===== src/checksum_pkg.sv =====
// Constants and types for the modem check-word generator and checker.
// Assumes a single 20 MHz clock; bit ticks come from the modem bit timing.
package checksum_pkg;
   // Divider taps for x^15 + x^14 + x^13 + x^11 + x^4 + x^2 + 1
   localparam logic [14:0] POLY = 15'h6815;
   localparam int REM_W = 15;
   localparam int BYTE_W = 8;
   localparam int FIFO_DEPTH = 8;
   // Register select codes {A2, A1, A0}; A2 high marks a read
   localparam logic [2:0] ADDR_STATUS = 3'h7;
   localparam logic [2:0] ADDR_TX_DATA = 3'h2;
   localparam logic [2:0] ADDR_SYN_LOW = 3'h4;
   localparam logic [2:0] ADDR_SYN_HIGH = 3'h5;
   localparam int STATUS_PASS_BIT = 1;
   // Block counts
   localparam logic [2:0] TX_MSG_BYTES = 3'h6;
   localparam logic [2:0] TX_LAST_BYTE = 3'h7;
   localparam logic [2:0] LAST_BIT = 3'h7;
   localparam logic [5:0] RX_INVERT_IDX = 6'h3e;
   localparam logic [5:0] RX_PARITY_IDX = 6'h3f;
   // Reset values
   localparam logic [REM_W-1:0] REM_RESET = 15'h0000;
   localparam logic [BYTE_W-1:0] BYTE_RESET = 8'h00;

   typedef struct packed {
      logic parityErr;
      logic [REM_W-1:0] rem;
   } syndrome_t;

   typedef struct packed {
      logic strobe;
      logic [2:0] addr;
      logic [BYTE_W-1:0] data;
   } pins_t;
endpackage


===== src/block_checksum_syndrome.sv =====
// Check-word generator and checker with syndrome registers and a transmit byte FIFO.
// Assumes bus pins are asynchronous; bit ticks, receive bits, block start and
// check enable come from modem logic on the same clock.
// Function
// - Each transmit block feeds its 48 message bits from six host bytes into the divider.
// - The divider uses x^15+x^14+x^13+x^11+x^4+x^2+1 and leaves a 15-bit remainder.
// - The last remainder bit is inverted and even parity over message and remainder is added.
// - The check word goes out as the modified remainder followed by the parity bit.
// - On receive the first 63 bits are divided, with bit 63 inverted on entry.
// - After 63 bits the 15 divider bits are tested for all zero.
// - Even parity of the first 63 received bits is compared with received bit 64.
// - The pass flag is set only for a zero remainder and matching parity.
// - The high syndrome byte holds remainder bits 9 to 15 and the parity error in bit 7.
// - An error-free block shows all sixteen syndrome bits as zero.
// - The low syndrome byte holds remainder bits 1 to 8 left after the block.
// - With check insertion enabled two check bytes follow every six message bytes.
// - Both syndrome bytes become valid with the second check byte; host reads soon after.
// - Frame word detection is suppressed while a receive block is checked.
`timescale 1ns/1ps
`default_nettype none
////////////////////////////////////////////////////////////////////////////////
// Small synchronous FIFO, depth a power of two
module byte_fifo #(
   parameter int WIDTH = 8,
   parameter int DEPTH = 8
) (
   input wire logic clk,
   input wire logic reset_n,
   input wire logic inValid,
   output logic inReady,
   input wire logic [WIDTH-1:0] inData,
   output logic outValid,
   input wire logic outReady,
   output logic [WIDTH-1:0] outData
);
   localparam int AW = $clog2(DEPTH);
   localparam logic [AW:0] FULL = DEPTH[AW:0];
   logic [WIDTH-1:0] mem [DEPTH];
   logic [AW-1:0] wrPtr_q;
   logic [AW-1:0] rdPtr_q;
   logic [AW:0] count_q;
   wire logic push = inValid && inReady;
   wire logic pop = outValid && outReady;

   // Honest flags from the occupancy count
   assign inReady = count_q != FULL;
   assign outValid = count_q != '0;
   assign outData = mem[rdPtr_q];

   // Storage has no reset; only the pointers matter
   always_ff @(posedge clk)
   begin
      if (push)
         mem[wrPtr_q] <= inData;
   end

   // Pointers and count
   always_ff @(posedge clk or negedge reset_n)
   begin
      if (!reset_n)
      begin
         wrPtr_q <= '0;
         rdPtr_q <= '0;
         count_q <= '0;
      end
      else
      begin
         if (push) wrPtr_q <= wrPtr_q + 1'b1;
         if (pop) rdPtr_q <= rdPtr_q + 1'b1;
         if (push && !pop) count_q <= count_q + 1'b1;
         else if (pop && !push) count_q <= count_q - 1'b1;
      end
   end
endmodule
////////////////////////////////////////////////////////////////////////////////
module block_checksum_syndrome (
   input wire logic clk,
   input wire logic reset_n,
   input wire logic regStrobe,
   input wire logic [2:0] regAddr,
   input wire logic [7:0] dataIn,
   output logic [7:0] dataOut,
   output logic dataOe,
   input wire logic txCheckEnable,
   input wire logic txBitTick,
   output logic txBit,
   output logic txBufferReady,
   input wire logic rxBitTick,
   input wire logic rxBit,
   input wire logic rxBlockStart,
   output logic frameSuppress,
   output logic checksumTrue,
   output logic syndromeValid
);
   // One modulo-2 division step, message bit entering at the top
   function automatic logic [14:0] divStep(input logic [14:0] rem, input logic inBit);
      logic fb;
      fb = inBit ^ rem[14];
      return {rem[13:0], 1'b0} ^ (fb ? checksum_pkg::POLY : checksum_pkg::REM_RESET);
   endfunction
   /////////////////////////////////////////////////////////////////////////////
   // Pin synchronisers and strobe edge
   checksum_pkg::pins_t pinMeta_q;
   checksum_pkg::pins_t pinSync_q;
   logic strobePrev_q;
   logic [7:0] dataOut_q;
   logic dataOe_q;
   wire checksum_pkg::pins_t pinRaw = '{strobe: regStrobe, addr: regAddr, data: dataIn};
   wire logic strobeRise = pinSync_q.strobe && !strobePrev_q;
   wire logic hostRead = strobeRise && pinSync_q.addr[2];
   wire logic hostWrite = strobeRise && (pinSync_q.addr == checksum_pkg::ADDR_TX_DATA);

   always_ff @(posedge clk or negedge reset_n)
   begin
      if (!reset_n)
      begin
         pinMeta_q <= '0;
         pinSync_q <= '0;
         strobePrev_q <= 1'b0;
      end
      else
      begin
         pinMeta_q <= pinRaw;
         pinSync_q <= pinMeta_q;
         strobePrev_q <= pinSync_q.strobe;
      end
   end
   /////////////////////////////////////////////////////////////////////////////
   // Transmit FIFO: a write while full is dropped, so the host polls ready
   logic fifoValid;
   logic fifoReady;
   logic fifoPop;
   logic [7:0] fifoData;
   byte_fifo #(
      .WIDTH(checksum_pkg::BYTE_W),
      .DEPTH(checksum_pkg::FIFO_DEPTH)
   ) txFifo (
      .clk(clk),
      .reset_n(reset_n),
      .inValid(hostWrite),
      .inReady(fifoReady),
      .inData(pinSync_q.data),
      .outValid(fifoValid),
      .outReady(fifoPop),
      .outData(fifoData)
   );
   /////////////////////////////////////////////////////////////////////////////
   // Transmit serialiser and check-word generator
   logic [7:0] txShift_q;
   logic [2:0] txBitCnt_q;
   logic [2:0] txByteCnt_q;
   logic [14:0] txRem_q;
   logic txPar_q;
   logic txBit_q;
   logic txBufferReady_q;
   wire logic needByte = txBitCnt_q == '0;
   wire logic checkPhase = txCheckEnable && (txByteCnt_q >= checksum_pkg::TX_MSG_BYTES);
   wire logic [14:0] modRem = {txRem_q[14:1], ~txRem_q[0]};
   wire logic [15:0] checkWord = {modRem, txPar_q ^ (^modRem)};
   wire logic [7:0] checkByte = (txByteCnt_q == checksum_pkg::TX_MSG_BYTES) ?
      checkWord[15:8] : checkWord[7:0];
   wire logic [7:0] curByte = checkPhase ? checkByte : fifoData;
   wire logic outBit = needByte ? curByte[7] : txShift_q[7];
   wire logic txAdvance = txBitTick && (!needByte || checkPhase || fifoValid);
   wire logic msgBit = txCheckEnable && !checkPhase;
   wire logic byteDone = txAdvance && (txBitCnt_q == checksum_pkg::LAST_BIT);
   wire logic blockDone = byteDone && (txByteCnt_q == checksum_pkg::TX_LAST_BYTE);
   // FIFO is not drained while check bytes go out
   assign fifoPop = txBitTick && needByte && !checkPhase && fifoValid;

   // Bit shifter, MSB first
   always_ff @(posedge clk or negedge reset_n)
   begin
      if (!reset_n)
      begin
         txShift_q <= checksum_pkg::BYTE_RESET;
         txBitCnt_q <= '0;
         txBit_q <= 1'b0;
         txBufferReady_q <= 1'b0;
      end
      else
      begin
         txBufferReady_q <= fifoReady;
         if (txAdvance)
         begin
            txShift_q <= needByte ? {curByte[6:0], 1'b0} : {txShift_q[6:0], 1'b0};
            txBitCnt_q <= txBitCnt_q + 3'h1;
            txBit_q <= outBit;
         end
      end
   end
   // Divider, parity and byte position within the block
   always_ff @(posedge clk or negedge reset_n)
   begin
      if (!reset_n)
      begin
         txByteCnt_q <= '0;
         txRem_q <= checksum_pkg::REM_RESET;
         txPar_q <= 1'b0;
      end
      else if (!txCheckEnable || blockDone)
      begin
         txByteCnt_q <= '0;
         txRem_q <= checksum_pkg::REM_RESET;
         txPar_q <= 1'b0;
      end
      else if (txAdvance)
      begin
         if (msgBit)
         begin
            txRem_q <= divStep(txRem_q, outBit);
            txPar_q <= txPar_q ^ outBit;
         end
         if (byteDone)
            txByteCnt_q <= txByteCnt_q + 3'h1;
      end
   end
   /////////////////////////////////////////////////////////////////////////////
   // Receive checker; bit 64 ends the block and latches the syndrome
   logic rxBusy_q;
   logic [5:0] rxCnt_q;
   logic [14:0] rxRem_q;
   logic rxPar_q;
   checksum_pkg::syndrome_t syndrome_q;
   logic checksumTrue_q;
   logic syndromeValid_q;
   wire logic rxTake = rxBitTick && rxBusy_q && !rxBlockStart;
   wire logic rxEnd = rxTake && (rxCnt_q == checksum_pkg::RX_PARITY_IDX);
   wire logic divIn = (rxCnt_q == checksum_pkg::RX_INVERT_IDX) ? ~rxBit : rxBit;
   wire logic remZero = rxRem_q == checksum_pkg::REM_RESET;
   wire logic parErr = rxPar_q ^ rxBit;
   always_ff @(posedge clk or negedge reset_n)
   begin
      if (!reset_n)
      begin
         rxBusy_q <= 1'b0;
         rxCnt_q <= '0;
         rxRem_q <= checksum_pkg::REM_RESET;
         rxPar_q <= 1'b0;
      end
      else if (rxBlockStart)
      begin
         rxBusy_q <= 1'b1;
         rxCnt_q <= '0;
         rxRem_q <= checksum_pkg::REM_RESET;
         rxPar_q <= 1'b0;
      end
      else if (rxEnd)
         rxBusy_q <= 1'b0;
      else if (rxTake)
      begin
         rxCnt_q <= rxCnt_q + 6'h01;
         rxRem_q <= divStep(rxRem_q, divIn);
         rxPar_q <= rxPar_q ^ rxBit;
      end
   end

   // Syndrome held until the next block ends, pass flag until the next start; a start in the bit 64 tick cycle wins and that block's result is never latched
   always_ff @(posedge clk or negedge reset_n)
   begin
      if (!reset_n)
      begin
         syndrome_q <= '0;
         checksumTrue_q <= 1'b0;
         syndromeValid_q <= 1'b0;
      end
      else
      begin
         syndromeValid_q <= rxEnd;
         if (rxEnd)
         begin
            syndrome_q <= '{parityErr: parErr, rem: rxRem_q};
            checksumTrue_q <= remZero && !parErr;
         end
         else if (rxBlockStart)
            checksumTrue_q <= 1'b0;
      end
   end
   /////////////////////////////////////////////////////////////////////////////
   // Register reads; A2 low is a write, so the bus is never driven then
   wire logic [7:0] statusByte = 8'(checksumTrue_q) << checksum_pkg::STATUS_PASS_BIT;
   wire logic [7:0] readData =
      (pinSync_q.addr == checksum_pkg::ADDR_SYN_LOW) ? syndrome_q[7:0] :
      (pinSync_q.addr == checksum_pkg::ADDR_SYN_HIGH) ? syndrome_q[15:8] :
      (pinSync_q.addr == checksum_pkg::ADDR_STATUS) ? statusByte : 8'h00;
   // Read byte captured once per strobe, so it cannot change mid-access
   always_ff @(posedge clk or negedge reset_n)
   begin
      if (!reset_n)
      begin
         dataOut_q <= checksum_pkg::BYTE_RESET;
         dataOe_q <= 1'b0;
      end
      else
      begin
         dataOe_q <= pinSync_q.strobe && pinSync_q.addr[2];
         if (hostRead)
            dataOut_q <= readData;
      end
   end
   // Ports straight from their flops
   assign dataOut = dataOut_q;
   assign dataOe = dataOe_q;
   assign txBit = txBit_q;
   assign txBufferReady = txBufferReady_q;
   assign frameSuppress = rxBusy_q;
   assign checksumTrue = checksumTrue_q;
   assign syndromeValid = syndromeValid_q;
endmodule
`default_nettype wire


===== config.mk =====
export PLATFORM = sky130hd
export DESIGN_NAME = block_checksum_syndrome
export DESIGN_NICKNAME = d
export VERILOG_FILES = /design/src/checksum_pkg.sv /design/src/block_checksum_syndrome.sv
export SDC_FILE = /design/constraint.sdc
export NUM_CORES = 1
export LEC_CHECK = 0
export BUFFER_PORTS_ARGS = -buffer_cell sky130_fd_sc_hd__buf_2
export CAP_MARGIN = 30
export CORE_AREA = 2 2 121 123
export DETAILED_ROUTE_END_ITERATION = 10
export DIE_AREA = 0 0 123 125
export GPL_TIMING_DRIVEN = 0
export PLACE_DENSITY_LB_ADDON = 0.05
export REMOVE_ABC_BUFFERS = 1
export SLEW_MARGIN = 20
export SYNTH_ARGS = -nofsm -noshare
export SYNTH_HDL_FRONTEND = slang
export SYNTH_SLANG_ARGS = --single-unit

===== constraint.sdc =====
create_clock -name clk -period 3.25 [get_ports clk]
set_input_delay 0.1625 -clock clk [delete_from_list [all_inputs] [get_ports clk]]
set_output_delay 0.1625 -clock clk [all_outputs]
set_load 0.01 [all_outputs]

==> impl_metrics.yaml <==
final_layout:
  post-route-util_pct: 61.0
  final_cells: 776
  diodes: 0
  multiInputGateArea_um2: 2580
  regArea_um2: 4830
  finalNetCount: 612
  nFillCells: 1077
  area_delta_synth_final_pct: 15.5
  final_layout_size_suffix_gt1_share_pct: 20.3
power_and_ir_drop:
  swShare_pct: 28.1
  clockPowerShare_pct: 33.4
  p_int_mw: 4.59
  power.total_mw: 6.39
  leakage_nw: 3.54
  power.density_nw_per_um2: 737
  pwr-share-seq_pct: 46.2
  peakVddDrop_mv: 0.408
  power_frac_comb_pct: 20.4
  p_sw_mw: 1.79
synth:
  synth_area_leader_cell: "dfrtp_1"
  synthArstFlopShare_pct: 64.4
  ys_seq_area_share_pct: 64.3
  synth_compound_area_share_pct: 8.03
  synth_flop_cell: "dfrtp_1"
  synth_top_family_by_area: "simple AND/OR/NAND/NOR gates"
  synth_warnings: 0
  synth_area_um2: 7500
  synth_top_area_share_pct: 38.7
  synth_xor_xnor_area_share_pct: 5.76
  synthAdderAreaFrac_pct: 2.44
  synthMuxAreaShare_pct: 8.73
  avgSynthCellArea_um2: 14.1
  synth_edf_count: 64
  yosys_register_bits: 180
  synthMostInstantiatedCell: "dfrtp_1"
  synth_common_cells: "116 x dfrtp_1, 64 x edfxtp_1, 46 x nand2_1"
  synthesis.instances: 532
  synthTopCellsByArea: "dfrtp_1 39%, edfxtp_1 26%, mux4_2 4.5%"
  synthSimpleGateAreaFrac_pct: 8.78
  synthDistinctLibCells: 51
placed_design:
  portBuffers: 32
  dp.cells: 731
  hpwl_mm: 9.32
  place_congestion: 0.775
routing:
  wl_per_cell_um: 18.1
  first_iter_violations: 258
  vias_per_cell: 5.57
  vias: 4325
  firstDrtPassIters: 5
  drc_errors: 0
  finalWirelength_mm: 14.1
  ant_nets: 0
clocking:
  clock_sinks: 180
  clk_latency_ns: 0.43
  root_buffer: "clkbuf_16"
  cts_tree: "built"
  cts.htree.levels: 4
  post-cts-setup-buffers: 0
  clkTransAtPathRegs_ns: 0.06
  numCtsBuffers: 17
  clk_path_buf_depth: 2
sta:
  finalCritPeriodShare_pct: 92.1
  skew_ns: 0.00837
  slew_headroom_pct: 34.8
  fmax_mhz: 334
  rsz0062_at_grt: "false"
  setup-violations-final: 0
  hold_viol: 0
  period_minus_slack_ns: 2.99
  tightestPinTransition_ns: 0.976
  setup_tns_ns: 0
  drv_slew: 0
grt:
  antenna_found_initial: 0
  grt_pass1_vias: 4495
  grt_max_degree: 80
  track_usage_pct: 20.3
  grt_remaining_overflow: 0
  grt_pass1_wl_mm: 23.5
floorplan:
  dieArea_um2: 15400
  start_util_pct: 52.8
  fp-row-count: 44
  die_h_um: 125
  io_pins: 33
  core_area_um2: 14200
  die_w_um: 123
setup_path:
  worstPathCellList: "nor3_1 > and2_1 > or4_1 > inv_1 > ha_1 > inv_1 > ha_1 > a21o_1 > a21oi_1 > xnor2_1 > nor2_1 > xor2_1"
  cp_top_family: "simple AND/OR/NAND/NOR gates"
  max_stage_delay_ns: 0.67
  crit_fanout: 6
  r2r_slack_ns: 0.26
  path_class: "reg -> reg"
  reg2reg_from: "txFifo.count_q[0]"
  endpoint_kind: "register"
  worst_ep_arrival_time_ns: 3.30
  cp-start-kind: "register"
  cp_data_required_time_ns: 3.56
  slowest_stage: "or4_1"
  rr_worst_depth: 12
  r2r_end: "txFifo.count_q[3]"
  worstSetupStartpoint: "txFifo.count_q[0]"
  cp.buffers_inverters: 2
worst_hold_path:
  min_to: "txByteCnt_q[2]"
  hold_depth: 2
  hold_start: "txCheckEnable"
  min_path_type: "in -> reg"
status:
  status: "finished clean"
job:
  max_cap_violations: 0
==> cell usage in the layout (no fill, tap or decap), drive strengths merged, types with 14 or more instances in the layout <==
cell    Yosys  routed
nor2       26      26
o21ai      26      26
edfxtp     64      64
a22o       24      24
xnor2      25      25
buf         7      40
mux4       15      15
clkbuf     18      20
dfrtp     116     116
nand2      46      46
xor2       14      14
mux2       21      21
==> per-layer routing <==
layer  wire, um  vias to the layer above  global-route usage, %
li1           -                     2040                      -
met1       6550                     2206                   27.9
met2       6960                       69                   32.2
met3        403                       10                   4.56
met4        155                        0                   6.62
met5          0                        -                      0
==> state kept, by name, indices dropped and copies added, names as in the netlist, 3 cells and up <==
register,cells
txBitCnt_q,3
pinSync_q,12
rxCnt_q,6
pinMeta_q,12
rxRem_q,15
syndrome_q,16
txFifo.rdPtr_q,3
dataOut,8
txFifo.mem,64
txByteCnt_q,3
txFifo.wrPtr_q,3
txShift_q,7
txRem_q,15
txFifo.count_q,4
==> cell type report <==
type | count | share of cell area, %
Sequential cell | 180 | 55.7
Multi-Input combinational cell | 317 | 29.8
Clock buffer | 20 | 5.04
Timing Repair Buffer | 53 | 4.33
Tap cell | 184 | 2.66
Clock inverter | 12 | 2.04
Inverter | 10 | 0.433
==> what timing repair did <==
action | in CTS | in global routing
hold buffers | 13 | 0
gates resized for setup | 0 | 1
endpoints found under the setup margin | 0 | 1
hold endpoints to repair | 49 | 0
==> metrics by stage <==
stage                     worst slack [ns]  hold WS (ns)  instance area [um^2]
after CTS                            0.158        0.0152                  8660
after floorplan                      0.514        -0.133                  7390
final                                0.257        0.0370                  8660
after detailed placement             0.218         0.105                  7920
after global routing                0.0587        0.0299                  8660
after global placement              -0.291         0.270                  7780
==> kinds of logic after synthesis <==
| group | Yosys count |
|---|---|
| compound gates | 87 |
| xor+xnor | 43 |
| flops | 180 |
| buf+inv | 35 |
| simple gates | 129 |
| fa+ha+maj | 14 |
| mux | 44 |
==> worst max-delay path by stage <==
stage | end | slack (ns) | cells after the start
global placement | txFifo.mem[1][7] | -0.29 | 4
CTS | txFifo.count_q[3] | 0.16 | 14
detailed placement | txFifo.count_q[3] | 0.22 | 14
finish | txFifo.count_q[3] | 0.26 | 12
global route | txFifo.count_q[3] | 0.06 | 14
floorplan | syndrome_q[0] | 0.51 | 5
==> power by group through the flow <==
stage / clock [mW] / sequential, mW / combinational, mW
final: 2.13 / 2.95 / 1.30
after detailed placement: 0 / 3.00 / 1.30
after floorplan: 0 / 2.88 / 1.03
after CTS: 2.19 / 2.96 / 1.32
after global routing: 2.29 / 3.01 / 1.45
after global placement: 0 / 2.97 / 1.26
Note: power is estimated with default switching activity, not from simulation.
